==> src/logic/mal_pkg.sv <==
/*
  Shared constants and types for the monitor auxiliary pin logic.
  Assumes a single 40 MHz core clock and a register port fed by the
  serial bus engine, which decodes frames into byte-wide accesses.
*/
package mal_pkg;

  // ----------------------------------------------------------------
  // Timing
  // ----------------------------------------------------------------
  localparam int unsigned CLK_HZ       = 40_000_000;
  localparam int unsigned PULSE_MS     = 20;     // Least pulse width
  // Least time in whole cycles, never less than one
  localparam int unsigned PULSE_CYCLES =
    (PULSE_MS * (CLK_HZ / 1000) + 0) > 0 ?
    (PULSE_MS * (CLK_HZ / 1000)) : 1;
  localparam int unsigned CNT_W        = 20;     // Holds PULSE_CYCLES

  // ----------------------------------------------------------------
  // Register offsets
  // ----------------------------------------------------------------
  localparam logic [7:0] OFF_CHAN_MODE  = 8'h16;
  localparam logic [7:0] OFF_CONFIG     = 8'h40;
  localparam logic [7:0] OFF_STATUS     = 8'h41;
  localparam logic [7:0] OFF_INTR_CLEAR = 8'h46;
  localparam logic [7:0] OFF_VID_FAN    = 8'h47;
  localparam logic [7:0] OFF_VID_HIGH   = 8'h49;

  // ----------------------------------------------------------------
  // Field positions and reset values
  // ----------------------------------------------------------------
  localparam int unsigned CFG_INT_EN    = 1;
  localparam int unsigned CFG_RST_EN    = 4;
  localparam int unsigned CHM_VID_IRQ   = 0;
  localparam int unsigned CHM_DIODE2    = 1;
  localparam int unsigned CHM_ALERT     = 2;
  localparam int unsigned CLR_GO        = 7;
  localparam int unsigned ST_INTRUSION  = 0;
  localparam int unsigned ST_ALERT      = 1;
  localparam int unsigned ST_TREE       = 2;
  localparam int unsigned VID_LOW_W     = 4;
  localparam int unsigned VID_W         = 5;
  localparam logic [7:0]  REG_RST       = 8'h00;
  localparam logic [7:0]  RD_UNMAPPED   = 8'h00;

  // Register access from the serial bus engine
  typedef struct packed {
    logic       wr;
    logic       rd;
    logic [7:0] addr;
    logic [7:0] wdata;
  } mal_reg_req_t;

endpackage

==> src/logic/mal_pulse_timer.sv <==
/*
  Retriggerable-free pulse timer: a start while idle opens a pulse of
  exactly LEN enabled cycles. Assumes start is a level sampled with
  clk_en; a start during a running pulse is ignored.
*/
`timescale 1ns/1ps
module mal_pulse_timer
  import mal_pkg::*;
#(
  parameter int unsigned LEN = PULSE_CYCLES
) (
  input  wire logic core_clk,
  input  wire logic sys_rst,
  input  wire logic clk_en,
  input  wire logic start,
  output logic      active
);

  logic [CNT_W-1:0] count;
  logic [CNT_W-1:0] next_count;
  logic             next_active;

  // ------------------------------------------------------------------
  // Countdown
  // ------------------------------------------------------------------
  // Count down from LEN-1 so the pulse spans LEN cycles exactly
  always_comb begin
    next_count  = count;
    next_active = active;
    if (!active && start) begin
      next_active = 1'b1;
      next_count  = CNT_W'(LEN - 1);
    end else if (active) begin
      if (count == '0) begin
        next_active = 1'b0;
      end else begin
        next_count = count - 1'b1;
      end
    end
  end

  always_ff @(posedge core_clk) begin
    if (sys_rst) begin
      active <= 1'b0;
      count  <= '0;
    end else if (clk_en) begin
      active <= next_active;
      count  <= next_count;
    end
  end

  // ------------------------------------------------------------------
  // Checks
  // ------------------------------------------------------------------
  // Helper: cycles the pulse has stood so far
  logic [CNT_W-1:0] run_len;
  always_ff @(posedge core_clk) begin
    if (sys_rst) begin
      run_len <= '0;
    end else if (clk_en) begin
      run_len <= active ? run_len + 1'b1 : '0;
    end
  end
endmodule

==> src/logic/mal_aux_pins.sv <==
/*
  Auxiliary pin logic of the hardware monitor: intrusion latch with a
  timed clear pulse, interrupt/alert output, master reset pulse and
  reset input, tree test entry at power-up, and the dual-use input
  and diode mode selects. Assumes the serial bus engine delivers
  byte-wide accesses on reg_req and that all pins are synchronous.
*/
// What this block does
// (RQ1) A high intrusion pin is latched and kept after it drops.
// (RQ2) Writing bit 7 of intrusion_clear pulls the pin low >= 20 ms.
// (RQ3) Interrupt pin is driven only while configuration bit 1 is set.
// (RQ4) After reset the interrupt enable is clear and the pin released.
// (RQ5) Interrupt pin may act as an alert output for alert response.
// (RQ6) Master reset output is pulled low for at least 20 ms.
// (RQ7) Master reset pulse happens only when configuration bit 4 is set.
// (RQ8) Reset pin driven low by others resets the device.
// (RQ9) Converter pin high at power-up enters the tree test mode.
// (RQ10) Voltage-ID pins serve as voltage-ID or interrupt inputs.
// (RQ11) Sampled voltage-ID levels are readable in two registers.
// (RQ12) Register selects second core/2.5 V sensing or second diode.
// (RQ13) Intrusion latch holds until the clear pulse removes it.
`timescale 1ns/1ps
module mal_aux_pins
  import mal_pkg::*;
#(
  parameter int unsigned PULSE_LEN = PULSE_CYCLES
) (
  input  wire logic               core_clk,
  input  wire logic               sys_rst,
  input  wire logic               clk_en,
  input  wire mal_reg_req_t       reg_req,
  output logic [7:0]              reg_rdata,
  output logic                    reg_rvalid,
  input  wire logic               intrusion_pin_in,
  output logic                    intrusion_pin_oe_n,
  input  wire logic               int_req,
  input  wire logic               alert_ack,
  output logic                    int_pin_oe_n,
  input  wire logic               reset_trigger,
  input  wire logic               reset_pin_in,
  output logic                    reset_pin_oe_n,
  output logic                    ext_reset_seen,
  input  wire logic               dac_out_test_in,
  output logic                    tree_test_entry,
  input  wire logic [VID_W-1:0]   voltage_id_inputs,
  output logic                    ext_irq_active,
  output logic                    diode2_mode
);

  typedef enum logic [1:0] {
    MAL_RST_IDLE,
    MAL_RST_PULSE,
    MAL_RST_RELEASE
  } mal_rst_state_t;

  // Address decode shared by the write and read paths
  function automatic logic reg_hit(input logic [7:0] addr,
                                   input logic [7:0] off);
    reg_hit = (addr == off);
  endfunction

  logic dev_rst;
  assign dev_rst = sys_rst | ext_reset_seen;

  // ------------------------------------------------------------------
  // Writable registers
  // ------------------------------------------------------------------
  logic [7:0] cfg, chan_mode, clr_reg, fan_div;
  logic [7:0] next_cfg, next_chan_mode, next_clr_reg, next_fan_div;
  logic       clr_go;

  // Byte writes land in the addressed register; bit 7 of the clear
  // register is a command, not storage
  always_comb begin
    next_cfg       = cfg;
    next_chan_mode = chan_mode;
    next_clr_reg   = clr_reg;
    next_fan_div   = fan_div;
    clr_go         = 1'b0;
    if (reg_req.wr) begin
      if (reg_hit(reg_req.addr, OFF_CONFIG)) begin
        next_cfg = reg_req.wdata;
      end
      if (reg_hit(reg_req.addr, OFF_CHAN_MODE)) begin
        next_chan_mode = reg_req.wdata;                   // RQ12
      end
      if (reg_hit(reg_req.addr, OFF_INTR_CLEAR)) begin
        next_clr_reg           = reg_req.wdata;
        next_clr_reg[CLR_GO]   = 1'b0;
        clr_go                 = reg_req.wdata[CLR_GO];   // RQ2
      end
      if (reg_hit(reg_req.addr, OFF_VID_FAN)) begin
        next_fan_div = {reg_req.wdata[7:VID_LOW_W], 4'h0};
      end
    end
  end

  // Reset clears the interrupt enable with the rest of the register
  always_ff @(posedge core_clk) begin
    if (dev_rst) begin
      cfg       <= REG_RST;                               // RQ4
      chan_mode <= REG_RST;
      clr_reg   <= REG_RST;
      fan_div   <= REG_RST;
    end else if (clk_en) begin
      cfg       <= next_cfg;
      chan_mode <= next_chan_mode;
      clr_reg   <= next_clr_reg;
      fan_div   <= next_fan_div;
    end
  end

  // ------------------------------------------------------------------
  // Pulse timers
  // ------------------------------------------------------------------
  logic clr_active, rst_pulse_active, rst_start;

  mal_pulse_timer #(.LEN(PULSE_LEN)) u_clr_timer (
    .core_clk (core_clk),
    .sys_rst  (dev_rst),
    .clk_en   (clk_en),
    .start    (clr_go),
    .active   (clr_active)
  );

  mal_pulse_timer #(.LEN(PULSE_LEN)) u_rst_timer (
    .core_clk (core_clk),
    .sys_rst  (sys_rst),
    .clk_en   (clk_en),
    .start    (rst_start),
    .active   (rst_pulse_active)
  );

  // ------------------------------------------------------------------
  // Intrusion latch and inputs
  // ------------------------------------------------------------------
  logic             intr_latched, next_intr_latched;
  logic [VID_W-1:0] vid_q;
  logic             irq_any;

  // A high pin wins over a clear still in progress
  always_comb begin
    next_intr_latched = intr_latched;
    if (clr_active) begin
      next_intr_latched = 1'b0;                           // RQ13
    end
    if (intrusion_pin_in) begin
      next_intr_latched = 1'b1;                           // RQ1
    end
  end

  // Pins have pullups, so an interrupt request is a low level
  assign irq_any = chan_mode[CHM_VID_IRQ] & ~(&vid_q);   // RQ10

  always_ff @(posedge core_clk) begin
    if (dev_rst) begin
      intr_latched       <= 1'b0;
      intrusion_pin_oe_n <= 1'b1;
      vid_q              <= '0;
      ext_irq_active     <= 1'b0;
      diode2_mode        <= 1'b0;
    end else if (clk_en) begin
      intr_latched       <= next_intr_latched;
      intrusion_pin_oe_n <= ~clr_active;                  // RQ2
      vid_q              <= voltage_id_inputs;            // RQ11
      ext_irq_active     <= irq_any;
      diode2_mode        <= next_chan_mode[CHM_DIODE2];   // RQ12
    end
  end

  // ------------------------------------------------------------------
  // Interrupt and alert output
  // ------------------------------------------------------------------
  logic int_src, alert_pend, next_alert_pend, next_int_oe_n;

  // Alert stays pending until answered; a new event beats the answer
  always_comb begin
    int_src         = int_req | irq_any;
    next_alert_pend = alert_pend;
    if (alert_ack) begin
      next_alert_pend = 1'b0;                             // RQ5
    end
    if (int_src) begin
      next_alert_pend = 1'b1;
    end
    next_int_oe_n = ~(cfg[CFG_INT_EN] &                   // RQ3
      (chan_mode[CHM_ALERT] ? alert_pend : int_src));     // RQ5
  end

  always_ff @(posedge core_clk) begin
    if (dev_rst) begin
      alert_pend   <= 1'b0;
      int_pin_oe_n <= 1'b1;                               // RQ4
    end else if (clk_en) begin
      alert_pend   <= next_alert_pend;
      int_pin_oe_n <= next_int_oe_n;
    end
  end

  // ------------------------------------------------------------------
  // Master reset output and reset input
  // ------------------------------------------------------------------
  mal_rst_state_t rst_state, next_rst_state;
  logic           next_ext_reset;

  // While the pin is ours, or still rising after our pulse, its low
  // level is not an outside reset
  always_comb begin
    next_rst_state = rst_state;
    rst_start      = 1'b0;
    next_ext_reset = 1'b0;
    case (rst_state)
      MAL_RST_IDLE: begin
        next_ext_reset = ~reset_pin_in;                   // RQ8
        if (reset_trigger && cfg[CFG_RST_EN] && reset_pin_in) begin
          rst_start      = 1'b1;                          // RQ7
          next_rst_state = MAL_RST_PULSE;
        end
      end
      MAL_RST_PULSE: begin
        if (!rst_pulse_active) begin
          next_rst_state = MAL_RST_RELEASE;
        end
      end
      MAL_RST_RELEASE: begin
        if (reset_pin_in) begin
          next_rst_state = MAL_RST_IDLE;
        end
      end
      default: begin
        next_rst_state = MAL_RST_IDLE;
      end
    endcase
  end

  // Only the outer reset clears this group, so the pin reset cannot
  // cut its own pulse short
  always_ff @(posedge core_clk) begin
    if (sys_rst) begin
      rst_state      <= MAL_RST_IDLE;
      reset_pin_oe_n <= 1'b1;
      ext_reset_seen <= 1'b0;
    end else if (clk_en) begin
      rst_state      <= next_rst_state;
      reset_pin_oe_n <= ~(rst_start | (rst_pulse_active &&
                          rst_state == MAL_RST_PULSE));   // RQ6
      ext_reset_seen <= next_ext_reset;
    end
  end

  // ------------------------------------------------------------------
  // Tree test entry and read-back
  // ------------------------------------------------------------------
  logic       tree_taken;
  logic [7:0] status, next_rdata;

  assign status = {5'h00, tree_test_entry, alert_pend, intr_latched};

  always_comb begin
    next_rdata = RD_UNMAPPED;
    if (reg_hit(reg_req.addr, OFF_CONFIG)) begin
      next_rdata = cfg;
    end else if (reg_hit(reg_req.addr, OFF_CHAN_MODE)) begin
      next_rdata = chan_mode;
    end else if (reg_hit(reg_req.addr, OFF_STATUS)) begin
      next_rdata = status;
    end else if (reg_hit(reg_req.addr, OFF_INTR_CLEAR)) begin
      next_rdata = {clr_active, clr_reg[6:0]};
    end else if (reg_hit(reg_req.addr, OFF_VID_FAN)) begin
      next_rdata = {fan_div[7:VID_LOW_W], vid_q[VID_LOW_W-1:0]}; // RQ11
    end else if (reg_hit(reg_req.addr, OFF_VID_HIGH)) begin
      next_rdata = {7'h00, vid_q[VID_W-1]};               // RQ11
    end
  end

  // The strap is taken once, on the first enabled cycle after reset
  always_ff @(posedge core_clk) begin
    if (dev_rst) begin
      tree_taken      <= 1'b0;
      tree_test_entry <= 1'b0;
      reg_rdata       <= RD_UNMAPPED;
      reg_rvalid      <= 1'b0;
    end else if (clk_en) begin
      tree_taken      <= 1'b1;
      if (!tree_taken) begin
        tree_test_entry <= dac_out_test_in;               // RQ9
      end
      reg_rvalid      <= reg_req.rd;
      if (reg_req.rd) begin
        reg_rdata     <= next_rdata;
      end
    end
  end
endmodule

==> config.mk <==
export PLATFORM = sky130hd
export DESIGN_NAME = mal_aux_pins
export DESIGN_NICKNAME = d
export VERILOG_FILES = /design/src/logic/mal_pkg.sv /design/src/logic/mal_pulse_timer.sv /design/src/logic/mal_aux_pins.sv
export SDC_FILE = /design/constraint.sdc
export NUM_CORES = 1
export LEC_CHECK = 0
export BUFFER_PORTS_ARGS = -buffer_cell sky130_fd_sc_hd__buf_2
export CORE_MARGIN = 1.5
export CORE_UTILIZATION = 45
export CTS_CLUSTER_SIZE = 25
export DETAILED_ROUTE_END_ITERATION = 10
export MAX_ROUTING_LAYER = met4
export SLEW_MARGIN = 20
export SYNTH_ARGS = -nofsm -noshare
export SYNTH_HDL_FRONTEND = slang
export SYNTH_SLANG_ARGS = --single-unit
export TNS_END_PERCENT = 1
==> constraint.sdc <==
create_clock -name core_clk -period 4.2 [get_ports core_clk]
set_input_delay 0 -clock core_clk [delete_from_list [all_inputs] [get_ports core_clk]]
set_output_delay 0 -clock core_clk [all_outputs]
set_load 0.005 [all_outputs]
---- After elaboration in Yosys (flattened, before gate mapping) ----
Index checks and enable logic that the tools add are counted.
cells by class
  bitwise operators ....................... 11
  $add $sub $neg .......................... 2
  equal/unequal tests ..................... 13
  muxes and demuxes ....................... 32
  reduce and logical (&&, ||, !) cells .... 26
operators by type and width
  cell                     count
  $mux W20                 6
  $eq A8 B7 Y1 const B     5
  $logic_not A20 Y1        2
  $mux W8                  5
  $sub A20 B1 Y20 const B  2
  $reduce_and A3 Y1        6
  $mux W1                  17
  $eq A8 B5 Y1 const B     1
  $reduce_and A2 Y1        4
  $reduce_bool A2 Y1       4
  $mux W2                  3
  $ne A2 B2 Y1 const B     3
  $not A1 Y1               6
  $pmux W2 S3              1
  $logic_and A1 B1 Y1      5
  $reduce_and A5 Y1        1
  $ne A2 B1 Y1 const B     2
  $reduce_and A4 Y1        1
  $or A1 B1 Y1             3
  $and A1 B1 Y1            2
  $eq A2 B1 Y1 const B     1
  $eq A2 B2 Y1 const B     1
  $logic_not A1 Y1         2
  $logic_not A2 Y1         1
storage, ports and cells
  flip-flop bits (word level) ............. 94
  output and inout bits ................... 16
  logic and storage cells ................. 106

---- Depth between registers and ports, before layout ----
  word-level depth ........................ 7
  gate-level depth with buffers ........... 8
  depth with buffers taken out ............ 7

---- Modules after synthesis ----
Synthesis repeated with hierarchy kept, for this count alone.
unflattened totals
  cells, all modules ...................... 514
  area, all modules ....................... 4564.4 um^2
by module, submodules not included
  module           area each (um^2)  cells each  instances
  mal_aux_pins     2352.3            264         1
  mal_pulse_timer  1106.1            125         2

---- Least setup slack after synthesis ----
No wires, ideal clock.
  path type ............................... flip-flop to flip-flop
  from .................................... reg u_clr_timer.count[2]
  to ...................................... reg u_clr_timer.count[4]
  path buffers ............................ 2
  library setup time ...................... 0.130 ns
  data required time ...................... 4.070 ns
  cell stages (with the launch flop) ...... 8
  setup slack ............................. 1.912 ns
  arrival ................................. 2.158 ns
  cell sequence ........................... dfxtp_1 > or4_1 > buf_2 > or4_4 > buf_6 > o21a_4 > a311oi_1 > nor3_2
on the way
  word-level cells in the longest chain between the ends .. 4
  elaborated cells between the ends (all ways) .. 7
ends and longest elaborated chain
  what                    RTL line               text
  from (decl)             mal_pulse_timer.sv:19  logic [CNT_W-1:0] count;
  from (signal assigned)  mal_pulse_timer.sv:48  count <= next_count;
  $sub A20 B1 Y20         mal_pulse_timer.sv:37  next_count = count - 1'b1;
  $mux W20                mal_pulse_timer.sv:34  if (count == '0) begin
  $mux W20                mal_pulse_timer.sv:33  end else if (active) begin
  $mux W20                mal_pulse_timer.sv:30  if (!active && start) begin
Parallel ways exist; a longest one is shown, timed or not. The select of a mux whose other input is x is not followed.
A chain may end at the register's enable or synchronous reset.

---- Worst setup path in the final report ----
  from .................................... reg u_clr_timer.count[2]
  to ...................................... reg u_clr_timer.count[18]
Same word-level chain as after synthesis.

==> flow_summary.yaml <==
sta:
  fin_setup_tns_ns: 0
  finalSetupViolCount: 0
  max_freq_mhz: 400
  rsz0062_at_grt: "false"
  slew-limit-headroom_pct: 32.1
  fin_worst_skew_ns: 0.0193
  finalCritPeriodShare_pct: 59.5
  period_needed_ns: 2.50
  tightest_slew_ns: 1.02
  finalMaxSlewViolations: 0
  hold_viol: 0
  layout_setup_ws_ns: 1.70
worst_hold_path:
  min_path_type: "input port to flip-flop"
power:
  powerDensity_nw_per_um2: 308
  internal_power_mw: 1.19
  pwr-share-clk_pct: 36.1
  p_seq_share_pct: 57.6
  p_switching_uw: 386
  combPwrFrac_pct: 6.3
  swShare_pct: 24.5
  p_leak_nw: 2.06
  peakVddDrop_uv: 165
global_routing:
  track_usage_pct: 22.2
  antenna_found_initial: 0
  grt_first_pass_wirelength_um: 17500
  grt_pass1_vias: 3578
  overflow: 0
  grt_max_degree: 52
synth:
  ys_types: 61
  ys_warn_count: 0
  yosys-top-cells-area: "dfxtp_1, mux2i_1, nor2_1"
  ys_ff_latch: 94
  synth_top_cell_by_area: "dfxtp_1"
  synth.net_count: 553
  synth-edff-count: 0
  syn_inst: 517
  avgSynthCellArea_um2: 8.59
  ys_async_sr_fraction_pct: 0
  syn_area_um2: 4440
  synthFlopType: "dfxtp_1"
  synth_seq_area_share_pct: 42.4
  yosysTopAreaCellShare_pct: 42.4
die:
  die_w_um: 102
  die_h_um: 102
  pin_count: 48
  dieArea_um2: 10500
  start_util_pct: 45.9
  fp-row-count: 36
  coreArea_um2: 9680
drt:
  avgViaCountPerCell: 5.55
  wirelength_um: 10700
  wl_per_cell_um: 15.2
  antenna_left: 0
  firstDrtPassIters: 5
  remaining_drc_errors: 0
  routed-via-count: 3914
  first_iter_violations: 219
layout:
  nets: 603
  final_common_cell: "dfxtp_1"
  final_cell_mix: "dfxtp_1, nor2_1, buf_2"
  largest_registers: "u_clr_timer.count: 20 flops, u_rst_timer.count: 20 flops"
  area_delta_synth_final_pct: 15.0
  drive_above_1_share_pct: 13.3
  diodes: 0
placed_design:
  gp_congestion: 0.845
  place_ws_ns: 1.75
  portBuffers: 47
  dp_hpwl_um: 7360
cts:
  clk_transition_reported_paths_ns: 0.09
  clkLatencyLatePin_ns: 0.38
  cts_tree: "built"
  cts_max_path_buffers: 2
  cts_setup_buffers: 0
  htreeDepth: 3
  numCtsBuffers: 9
  root_buffer: "clkbuf_8"
  cts.sinks: 94
run:
  drv_cap: 0
setup_path:
  crit_arrival_ns: 2.71
  cp_max_fo: 11
  critical_path_class: "flip-flop to flip-flop"
  required_ns: 4.41
  cp-end-kind: "flip-flop"
  crit_path_start_kind: "flip-flop"
status:
  outcome: "finished, final reports clean"
## Yosys cell counts, types with 5 or more instances
library cell and n:
nor3_1 13, a21oi_1 34, nand4_1 7, and3_1 6, a22oi_1 5, nor2_1 82, nand2_1 28, clkbuf_1 23
or3_1 8, a221oi_1 6, or4_1 9, inv_1 6, xor2_1 18, nor4_1 13, o21ai_0 34, nand3_1 13
mux2i_1 33, o31ai_1 6, dfxtp_1 94
## kinds of logic after synthesis
group | count (synthesis) | synth area share, %
adders and majority gates | 4 | 1.13
and+or+nand+nor | 216 | 25.2
DFF | 94 | 42.4
AOI/OAI and AO/OA | 113 | 16.2
xor gates and xnor gates | 21 | 4.14
buffers and inverters | 35 | 3.24
muxes | 34 | 7.69
## final cells by class
cell class	instances	area, µm²
clock buffers	11	151
clock inverters	5	31.3
fillers	915	4580
inverters	7	26.3
multi-input cells	388	2420
flip-flops and latches	94	1880
well taps	133	166
repair buffers	67	433
## critical path, stage by stage (launching register included)
cell and delay (ns):
dfxtp_1 0.36, or4_1 0.67, or4_4 0.61, o211ai_2 0.44, or4b_1 0.19, a31oi_1 0.07
## metal layers
layer	GRT usage (%)	up-vias	share of wire, %
li1	-	1977	-
met1	29.1	1817	48
met2	33.8	107	47
met3	5.34	13	4.2
met4	6.74	0	1.3
met5	-	-	0
## what timing repair did
item                                    CTS  global route
endpoints found under the hold margin    37             0
resized for setup                         0             0
hold buffers                             19             0
endpoints found under the setup margin    0             0
## path summary, 6_finish.rpt
path                                                            to  slack (ns)  depth (start not counted)                               from
worst min register to register           reg_rdata[6]$_SDFFE_PP0P_        0.46                          2          reg_rdata[6]$_SDFFE_PP0P_
worst max-delay path            u_clr_timer.count[18]$_SDFFE_PP0P_        1.70                          5  u_clr_timer.count[2]$_SDFFE_PP0P_
worst min-delay path                   ext_reset_seen$_SDFFE_PP0P_        0.02                          2                            sys_rst
worst max register to register  u_clr_timer.count[18]$_SDFFE_PP0P_        1.70                          5  u_clr_timer.count[2]$_SDFFE_PP0P_
## per-stage QoR
stage | util (%) | hold slack [ns] | instance area (µm²) | power (mW) | instances
after detailed placement | 48.9 | 0.246 | 4730 | 1.01 | 670
after CTS | 52.7 | 0.00553 | 5110 | 1.59 | 705
final | 52.7 | 0.0152 | 5110 | 1.57 | 705
after global placement | 48.9 | 0.238 | 4730 | 1.01 | 670
after global routing | 52.7 | 0.0332 | 5110 | 1.63 | 705
after floorplan | - | 0.144 | 4440 | 0.973 | 517
## power by group through the flow
stage                     clock network [mW]  logic (mW)  registers (mW)
after global routing                   0.616       0.110           0.907
after CTS                              0.581      0.0988           0.906
final                                  0.567      0.0991           0.906
after floorplan                            0      0.0485           0.925
after detailed placement                   0      0.0850           0.927
after global placement                     0      0.0838           0.927
Power figures use the tool's default switching activity.
